## src/rtl/ctu_defs.svh

```systemverilog
// constants of the trigger unit result, flag and enable bank
`ifndef CTU_DEFS_SVH
`define CTU_DEFS_SVH
// ==========================================
// fifo geometry
`define FIFO_DEPTH 8
`define PTR_W 3
`define LVL_W 4
`define RES_W 10
`define TAG_W 5
`define TH_W 8
// ==========================================
// register byte addresses
`define A_TH 8'h00
`define A_FST 8'h04
`define A_EFR 8'h08
`define A_IFR 8'h0C
`define A_IR 8'h10
`define A_FIEN 8'h14
`define A_FDE 8'h18
`define A_FR0 8'h20
`define A_FL0 8'h30
`define A_END 8'h40
// ==========================================
// field positions
`define FST_FULL 0
`define FST_EMP 1
`define FST_OF 2
`define FST_OR 3
`define FST_OR_MASK 16'h8888
`define IR_IEE 0
`define IR_MRSIE 1
`define IR_DMAE 2
`define IR_T0 3
`define IF_MRS 0
`define IF_T0 1
`define IF_ADC 9
// ==========================================
// reset values
`define RST_TH 32'h00000000
`define RST_16 16'h0000
`define RST_IR 11'h000
`define RST_FDE 4'h0
`endif

```

## src/rtl/ctu_pkg.sv

```systemverilog
// types of the trigger unit result, flag and enable bank
package ctu_pkg;
`include "ctu_defs.svh"
  typedef struct packed
  {
    logic ext_trig;
    logic timer1;
    logic timer0;
    logic adc_cmd;
    logic seq_ovr;
    logic mrs_ovr;
    logic inv_cmd;
    logic seq_excess;
    logic mrs_fault;
  } err_t;
  typedef struct packed
  {
    logic [`TAG_W-1:0] tag;
    logic [`RES_W-1:0] data;
  } res_t;
  typedef struct packed
  {
    logic valid;
    logic [1:0] fifo;
    res_t res;
  } push_t;
  typedef struct packed
  {
    res_t [3:0][`FIFO_DEPTH-1:0] mem;
    logic [3:0][`PTR_W-1:0] rp;
    logic [3:0][`PTR_W-1:0] wp;
    logic [3:0][`LVL_W-1:0] lvl;
    logic [31:0] th;
    logic [15:0] fifo_status;
    err_t efr;
    logic [9:0] ifr;
    logic [10:0] ien;
    logic [15:0] fien;
    logic [3:0] fde;
    logic [31:0] prdata;
    logic pready;
    logic pslverr;
    logic pop_ok;
    logic irq_trig;
    logic irq_mrs;
    logic irq_cmd;
    logic irq_err;
    logic irq_fifo;
    logic dma_mrs;
    logic [3:0] dma_fifo;
  } state_t;
endpackage

```

## src/rtl/ctu_status_bank.sv

```systemverilog
// result fifos, error and interrupt flags, enables of the trigger unit
//
// Design decisions made here: the placing of the registers and the APB slave port.
`timescale 1ns/10ps
`include "ctu_defs.svh"
// How it works
// each fifo has own threshold; limit-exceeded flag sets when level passes it
// overrun flag sets on push into full fifo; reading it clears it
// drained flag sets when fifo becomes empty
// filled flag sets when fifo becomes full
// each result carries 5-bit source tag; msb 1 first converter, 0 second
// each fifo read through right-aligned and signed left-aligned views, same tag
// external trigger overrun error flag
// separate timer 1 and timer 0 trigger overrun error flags
// converter command generation overrun error flag
// sequencer overrun in sequential mode error flag
// more than 8 events in one sequential cycle error flag
// master reload arriving while previous unserviced sets error flag
// master reload fault sets its own error flag
// command interrupt flag sets when an interrupting command issues
// eight trigger interrupt flags, one per trigger
// master reload interrupt flag sets on each reload
// per-trigger interrupt enable gates its request
// reload dma request when its enable and general reload enable set
// reload interrupt request only while its enable is 1
// one error enable gates all error flags onto a request
// per-fifo enables for overrun, limit, drained, filled flags
// per-fifo dma enable requests service while data waits
// general reload enable qualifies reload dma requests
// other flags sticky until software writes one; set beats clear
// reading a data view of a non-empty fifo pops the oldest entry and updates status
module ctu_status_bank
  import ctu_pkg::*;
(
  // clock, reset, enable
  input wire logic pclk,
  input wire logic presetn,
  input wire logic clk_en,
  // apb slave
  input wire logic psel,
  input wire logic penable,
  input wire logic pwrite,
  input wire logic [7:0] paddr,
  input wire logic [31:0] pwdata,
  output logic [31:0] prdata,
  output logic pready,
  output logic pslverr,
  // converter results and unit events
  input wire push_t result_push,
  input wire err_t err_event,
  input wire logic [7:0] trigger_event,
  input wire logic cmd_irq_event,
  input wire logic master_reload_signal,
  input wire logic general_reload_enable,
  // requests
  output logic irq_trigger,
  output logic irq_master_reload,
  output logic irq_cmd,
  output logic irq_error,
  output logic irq_fifo,
  output logic dma_master_reload,
  output logic [3:0] dma_fifo
);

  // ==========================================
  // address decode
  function automatic logic is_view(input logic [7:0] a, input logic [1:0] i);
    logic [7:0] off;
    off = {4'h0, i, 2'b00};
    return (a == (`A_FR0 + off)) || (a == (`A_FL0 + off));
  endfunction

  function automatic logic is_mapped(input logic [7:0] a);
    return (a[1:0] == 2'b00) && ((a <= `A_FDE) || ((a >= `A_FR0) && (a < `A_END)));
  endfunction

  // ==========================================
  // state
  state_t s_r;
  state_t s_nxt;

  logic setup;
  logic acc;
  logic [1:0] vidx;
  res_t head;
  logic [31:0] rv;
  logic push;
  logic pop;
  logic take;
  logic ovr;
  logic [`LVL_W-1:0] lvl_n;
  logic [15:0] fst_set;
  logic [15:0] fst_clr;
  err_t efr_clr;
  logic [9:0] ifr_set;
  logic [9:0] ifr_clr;

  always_comb
  begin
    s_nxt = s_r;
    setup = psel & ~penable;
    acc = psel & penable & s_r.pready;
    vidx = paddr[3:2];
    head = s_r.mem[vidx][s_r.rp[vidx]];
    fst_set = `RST_16;
    fst_clr = `RST_16;
    efr_clr = '0;
    ifr_clr = 10'h000;
    push = 1'b0;
    pop = 1'b0;
    take = 1'b0;
    ovr = 1'b0;
    lvl_n = '0;
    // read value mux, captured in the setup cycle so prdata comes from a flop
    case (paddr)
      `A_TH: rv = s_r.th;
      `A_FST: rv = {16'h0000, s_r.fifo_status};
      `A_EFR: rv = {23'h000000, s_r.efr};
      `A_IFR: rv = {22'h000000, s_r.ifr};
      `A_IR: rv = {21'h000000, s_r.ien};
      `A_FIEN: rv = {16'h0000, s_r.fien};
      `A_FDE: rv = {28'h0000000, s_r.fde};
      default:
      begin
        if (paddr[7:4] == 4'h2)
          rv = {11'h000, head.tag, 6'h00, head.data};
        else if (paddr[7:4] == 4'h3)
          rv = {11'h000, head.tag, 1'b0, head.data, 5'h00};
        else
          rv = 32'h00000000;
      end
    endcase
    s_nxt.pready = setup;
    if (setup)
    begin
      s_nxt.prdata = (pwrite || !is_mapped(paddr)) ? 32'h00000000 : rv;
      s_nxt.pslverr = !is_mapped(paddr);
      // an empty fifo read returns stale data and must not move the pointer
      s_nxt.pop_ok = (s_r.lvl[vidx] != '0);
    end
    // ==========================================
    // result fifos
    for (int i = 0; i < 4; i++)
    begin
      push = result_push.valid && (result_push.fifo == i[1:0]);
      pop = acc && !pwrite && !s_r.pslverr && is_view(paddr, i[1:0]) && s_r.pop_ok;
      take = push && ((s_r.lvl[i] != `LVL_W'(`FIFO_DEPTH)) || pop);
      ovr = push && !take;
      if (take)
      begin
        s_nxt.mem[i][s_r.wp[i]] = result_push.res;
        s_nxt.wp[i] = s_r.wp[i] + `PTR_W'(1);
      end
      if (pop)
        s_nxt.rp[i] = s_r.rp[i] + `PTR_W'(1);
      lvl_n = s_r.lvl[i] + `LVL_W'(take) - `LVL_W'(pop);
      s_nxt.lvl[i] = lvl_n;
      fst_set[4*i+`FST_OR] = ovr;
      fst_set[4*i+`FST_FULL] = take && !pop && (lvl_n == `LVL_W'(`FIFO_DEPTH));
      fst_set[4*i+`FST_EMP] = pop && !take && (lvl_n == '0);
      fst_set[4*i+`FST_OF] = take && !pop && ({4'h0, lvl_n} > s_r.th[`TH_W*i +: `TH_W]);
    end
    // ==========================================
    // register writes and read side effects
    if (acc && pwrite && !s_r.pslverr)
    begin
      case (paddr)
        `A_TH: s_nxt.th = pwdata;
        `A_FST: fst_clr = pwdata[15:0] & ~`FST_OR_MASK;
        `A_EFR: efr_clr = pwdata[8:0];
        `A_IFR: ifr_clr = pwdata[9:0];
        `A_IR: s_nxt.ien = pwdata[10:0];
        `A_FIEN: s_nxt.fien = pwdata[15:0];
        `A_FDE: s_nxt.fde = pwdata[3:0];
        default: s_nxt.th = s_r.th;
      endcase
    end
    // only the overrun bits software actually saw are cleared by the read
    if (acc && !pwrite && (paddr == `A_FST))
      fst_clr = s_r.prdata[15:0] & `FST_OR_MASK;
    s_nxt.fifo_status = (s_r.fifo_status & ~fst_clr) | fst_set;
    // ==========================================
    // unit flags, set beats clear
    s_nxt.efr = (s_r.efr & ~efr_clr) | err_event;
    ifr_set = {cmd_irq_event, trigger_event, master_reload_signal};
    s_nxt.ifr = (s_r.ifr & ~ifr_clr) | ifr_set;
    // ==========================================
    // requests
    s_nxt.irq_trig = |(s_nxt.ifr[`IF_T0 +: 8] & s_nxt.ien[`IR_T0 +: 8]);
    s_nxt.irq_mrs = s_nxt.ifr[`IF_MRS] & s_nxt.ien[`IR_MRSIE];
    s_nxt.irq_cmd = s_nxt.ifr[`IF_ADC];
    s_nxt.irq_err = (|s_nxt.efr) & s_nxt.ien[`IR_IEE];
    s_nxt.irq_fifo = |(s_nxt.fifo_status & s_nxt.fien);
    s_nxt.dma_mrs = master_reload_signal & s_r.ien[`IR_DMAE] & general_reload_enable;
    for (int i = 0; i < 4; i++)
      s_nxt.dma_fifo[i] = s_nxt.fde[i] & (s_nxt.lvl[i] != '0);
  end

  always_ff @(posedge pclk or negedge presetn)
  begin
    if (!presetn)
    begin
      s_r <= '0;
      s_r.th <= `RST_TH;
      s_r.fifo_status <= `RST_16;
      s_r.fien <= `RST_16;
      s_r.ien <= `RST_IR;
      s_r.fde <= `RST_FDE;
    end
    else if (clk_en)
      s_r <= s_nxt;
  end

  assign prdata = s_r.prdata;
  assign pready = s_r.pready;
  assign pslverr = s_r.pslverr;
  assign irq_trigger = s_r.irq_trig;
  assign irq_master_reload = s_r.irq_mrs;
  assign irq_cmd = s_r.irq_cmd;
  assign irq_error = s_r.irq_err;
  assign irq_fifo = s_r.irq_fifo;
  assign dma_master_reload = s_r.dma_mrs;
  assign dma_fifo = s_r.dma_fifo;

endmodule // ctu_status_bank

```

## config.mk

```make
export PLATFORM = sky130hd
export DESIGN_NAME = ctu_status_bank
export DESIGN_NICKNAME = d
export VERILOG_FILES = /design/src/rtl/ctu_pkg.sv /design/src/rtl/ctu_status_bank.sv
export VERILOG_INCLUDE_DIRS = /design/src /design/src/rtl
export SDC_FILE = /design/constraint.sdc
export NUM_CORES = 1
export LEC_CHECK = 0
export BUFFER_PORTS_ARGS = -buffer_cell sky130_fd_sc_hd__buf_2
export CORE_UTILIZATION = 54
export CTS_BUF_LIST = sky130_fd_sc_hd__clkbuf_8 sky130_fd_sc_hd__clkbuf_16
export DETAILED_ROUTE_END_ITERATION = 10
export GPL_ROUTABILITY_DRIVEN = 0
export PLACE_DENSITY = 0.76
export SLEW_MARGIN = 40
export SYNTH_ARGS = -nofsm -noshare
export SYNTH_HDL_FRONTEND = slang
export SYNTH_SLANG_ARGS = --single-unit
```

## constraint.sdc

```tcl
create_clock -name pclk -period 4.3 [get_ports pclk]
set_input_delay 0.86 -clock pclk [delete_from_list [all_inputs] [get_ports pclk]]
set_output_delay 0.86 -clock pclk [all_outputs]
set_load 0.01 [all_outputs]
```

==> impl_metrics.env <==
export IMPL_status="finished clean"
export IMPL_worst_setup_path_start_kind="input pin"
export IMPL_start_util_pct=54.6
export IMPL_synth_area_mux_share_pct=30.8
export IMPL_relSlewSlack_pct=45.4
export IMPL_slew_viol_final=0
export IMPL_timing_hold_ws_ns=0.136
export IMPL_synth_xor_area_share_pct=0.654
export IMPL_die_area_um2=60500
export IMPL_ff2ff_setup_slack_ns=0.24
export IMPL_htree_levels=3
export IMPL_worstSetupPathType="input pin to flip-flop"
export IMPL_dpl_cell_area_um2=34000
export IMPL_final_nets=2613
export IMPL_fp_coreArea_um2=58900
export IMPL_path_clk_slew_ns=0.06
export IMPL_worstMarginPinSlew_ns=0.817
export IMPL_vias_per_cell=6.31
export IMPL_grt_usage_pct=27.7
export IMPL_total_power_w=0.0199
export IMPL_clockBufferDepth=3
export IMPL_n_fill_cell=4252
export IMPL_wire_per_inst_um=24.6
export IMPL_numCtsBuffers=71
export IMPL_synth_edff_count=0
export IMPL_yosys_area_share_simple_pct=5.25
export IMPL_crit_path_end_kind="flip-flop"
export IMPL_cts_tree="yes"
export IMPL_cp_startpoint="paddr[1]"
export IMPL_grt_antenna_before_repair=1
export IMPL_finalSetupViolations=0
export IMPL_drv_cap=0
export IMPL_r2r_cells=19
export IMPL_std_cell_rows=89
export IMPL_syn_area_per_cell_um2=13.6
export IMPL_regToRegStartpoint="pslverr"
export IMPL_cts_hold_buf=0
export IMPL_period_share_pct=95.1
export IMPL_netlist_area_um2=32100
export IMPL_worstSkewPairLatency_ns=0.63
export IMPL_synth_net_count=2495
export IMPL_hold_path_class="input pin to async pin"
export IMPL_synth_compound_area_share_pct=5.79
export IMPL_synth_ff_type="dfrtp_1"
export IMPL_antenna_cells=0
export IMPL_grt_start_max_net_pins=132
export IMPL_fin_cells=3301
export IMPL_grt_pass1_wl_um=128000
export IMPL_p_leak_nw=17.0
export IMPL_final_cell_area_um2=36400
export IMPL_synthDistinctLibCells=71
export IMPL_gr_total_overflow=0
export IMPL_drt_iter0_drc=1829
export IMPL_cp_max_fo=7
export IMPL_grt_pass1_vias=21695
export IMPL_io_pins=128
export IMPL_async_reset_ff_share_pct=100
export IMPL_ir_drop_v=0.000394
export IMPL_drc=0
export IMPL_clock_sinks=662
export IMPL_synth_fa_ha_area_share_pct=2.12
export IMPL_crit_end="irq_fifo"
export IMPL_placedCellCount=3175
export IMPL_post_cts_buffers=0
export IMPL_flow_area_growth_from_synthesis_pct=13.2
export IMPL_seq_area_frac_synth_pct=51.6
export IMPL_dpl_hpwl_um=53800
export IMPL_drive_gt1_share_pct=44.3
export IMPL_first_pass_iters=7
export IMPL_netlist_instances=2359
export IMPL_root_buffer="clkbuf_16"
export IMPL_hold_viol_final=0
export IMPL_max_freq_ghz=0.245
export IMPL_cellPowerDensity_nw_per_um2=547
export IMPL_yosysWarnings=0
export IMPL_port_buffers=127
export IMPL_synth_top_family_by_area="multiplexers"
export IMPL_reg2reg_to="irq_fifo"
export IMPL_fp_dieW_um=246
export IMPL_die_h_um=246
export IMPL_crit_required_ns=4.79
export IMPL_wirelength_um=81200
export IMPL_post_cts_resized=0
export IMPL_period_needed_ns=4.09
export IMPL_finClkSkew_ns=0.0312
export IMPL_vias=20821
export IMPL_arrival_ns=4.58
export IMPL_tns_ns=0
export IMPL_synth_seq_cells=662
export IMPL_ant_nets=0
-- report_power, final --
| group | total (W) | internal, W | switching (W) |
|---|---|---|---|
| Combinational | 0.00511 | 0.00284 | 0.00226 |
| Sequential | 0.00867 | 0.00776 | 0.000909 |
| Clock | 0.00611 | 0.00358 | 0.00253 |
| Total | 0.0199 | 0.0142 | 0.00570 |
-- layout make-up --
type	count	area, um2	area share [%]
clock buffers	87	2020	5.55
clock inverters	37	329	0.905
inverters	51	191	0.526
multi-input cells	1431	14400	39.6
flip-flops and latches	662	16600	45.6
well taps	773	967	2.66
repair buffers	260	1910	5.25
-- cells in the mapped netlist (all sizes together), types with 5 or more instances --
cell	n	share of area, %
dfrtp	662	52
mux2	590	21
nand2	132	1.5
mux4	123	8.6
clkbuf	114	1.3
buf	101	1.9
nor2	69	0.81
a21oi	59	0.92
inv	51	0.60
ha	48	1.9
mux2i	48	1.5
o21ai	35	0.56
a22oi	34	0.79
a22o	32	0.87
nand3	21	0.33
nor2b	16	0.31
xnor2	16	0.44
a211oi	15	0.35
a31oi	14	0.27
nand4	14	0.27
nor3	14	0.28
nor4	13	0.35
o211ai	13	0.30
a222oi	12	0.37
a221o	10	0.31
nor3b	10	0.36
a32oi	8	0.22
xor2	8	0.22
nand3b	7	0.16
and2	6	0.12
nand2b	6	0.12
a21o	5	0.12
-- metal layers --
layer	GRT usage [%]	share of wire [%]
met5	0	0.016
met4	9.54	3.0
met3	5.17	7.4
met2	43.1	47
met1	39.0	43
-- sequential cells by signal, summed over array words and instances (netlist names) --
signal	flops
dma_master_reload	1
prdata	32
s_r	618
pready	1
irq_cmd	1
irq_fifo	1
irq_error	1
irq_trigger	1
pslverr	1
dma_fifo	4
irq_master_reload	1
-- worst min-delay path by stage --
stage,endpoint,slack [ns],depth (start not counted),start
after global routing,s_r[361],0.15,1,presetn
final,s_r[361],0.14,1,presetn
after global placement,s_r[182],0.46,1,s_r[182]
after floorplan,s_r[176],0.44,1,s_r[176]
after CTS,s_r[361],0.30,1,presetn
after detailed placement,s_r[182],0.46,1,s_r[182]
-- critical path: stages --
cell      delay, ns
buf_2          0.10
buf_4          0.15
nor4_1         0.27
nand4_1        0.29
a21oi_2        0.23
inv_1          0.06
ha_1           0.27
inv_1          0.05
ha_1           0.19
a21o_1         0.20
a21oi_1        0.17
xor2_1         0.25
inv_1          0.10
ha_1           0.33
a21oi_1        0.21
a21oi_2        0.12
a21oi_1        0.21
o221ai_2       0.14
nor4_2         0.24
a41oi_1        0.14
-- through the flow --
step / util (%) / setup WS [ns]
2_1_floorplan: - / 0.0271
3_3_place_gp: 57.6 / -0.229
3_5_place_dp: 57.6 / -0.333
4_1_cts: 61.6 / 0.264
5_1_grt: 61.7 / -0.0153
6_report: 61.7 / 0.210
-- cell families (layout without fill, tap and decap cells) --
logic type / Yosys count / after routing
buffers and inverters: 266 / 435
xor gates and xnor gates: 24 / 24
AOI/OAI and AO/OA: 263 / 263
adders and majority gates: 52 / 52
muxes: 761 / 761
DFF: 662 / 662
and+or+nand+nor: 331 / 331
-- placed cells by master, fill, tap and decap left out, types with 15 or more instances in the layout --
| cell type | count |
|---|---|
| mux2_2 | 588 |
| mux2i_1 | 48 |
| a21oi_1 | 57 |
| clkbuf_8 | 15 |
| nand3_1 | 20 |
| nand2_1 | 131 |
| o21ai_0 | 34 |
| a211oi_1 | 15 |
| xnor2_1 | 16 |
| nor2b_1 | 16 |
| inv_1 | 65 |
| buf_4 | 116 |
| buf_2 | 123 |
| mux4_2 | 123 |
| buf_12 | 15 |
| a22oi_1 | 34 |
| nor2_1 | 67 |
| ha_1 | 48 |
| dfrtp_1 | 662 |
| clkbuf_16 | 73 |
| a22o_1 | 32 |
No activity file was read; power rests on OpenSTA's default activity.
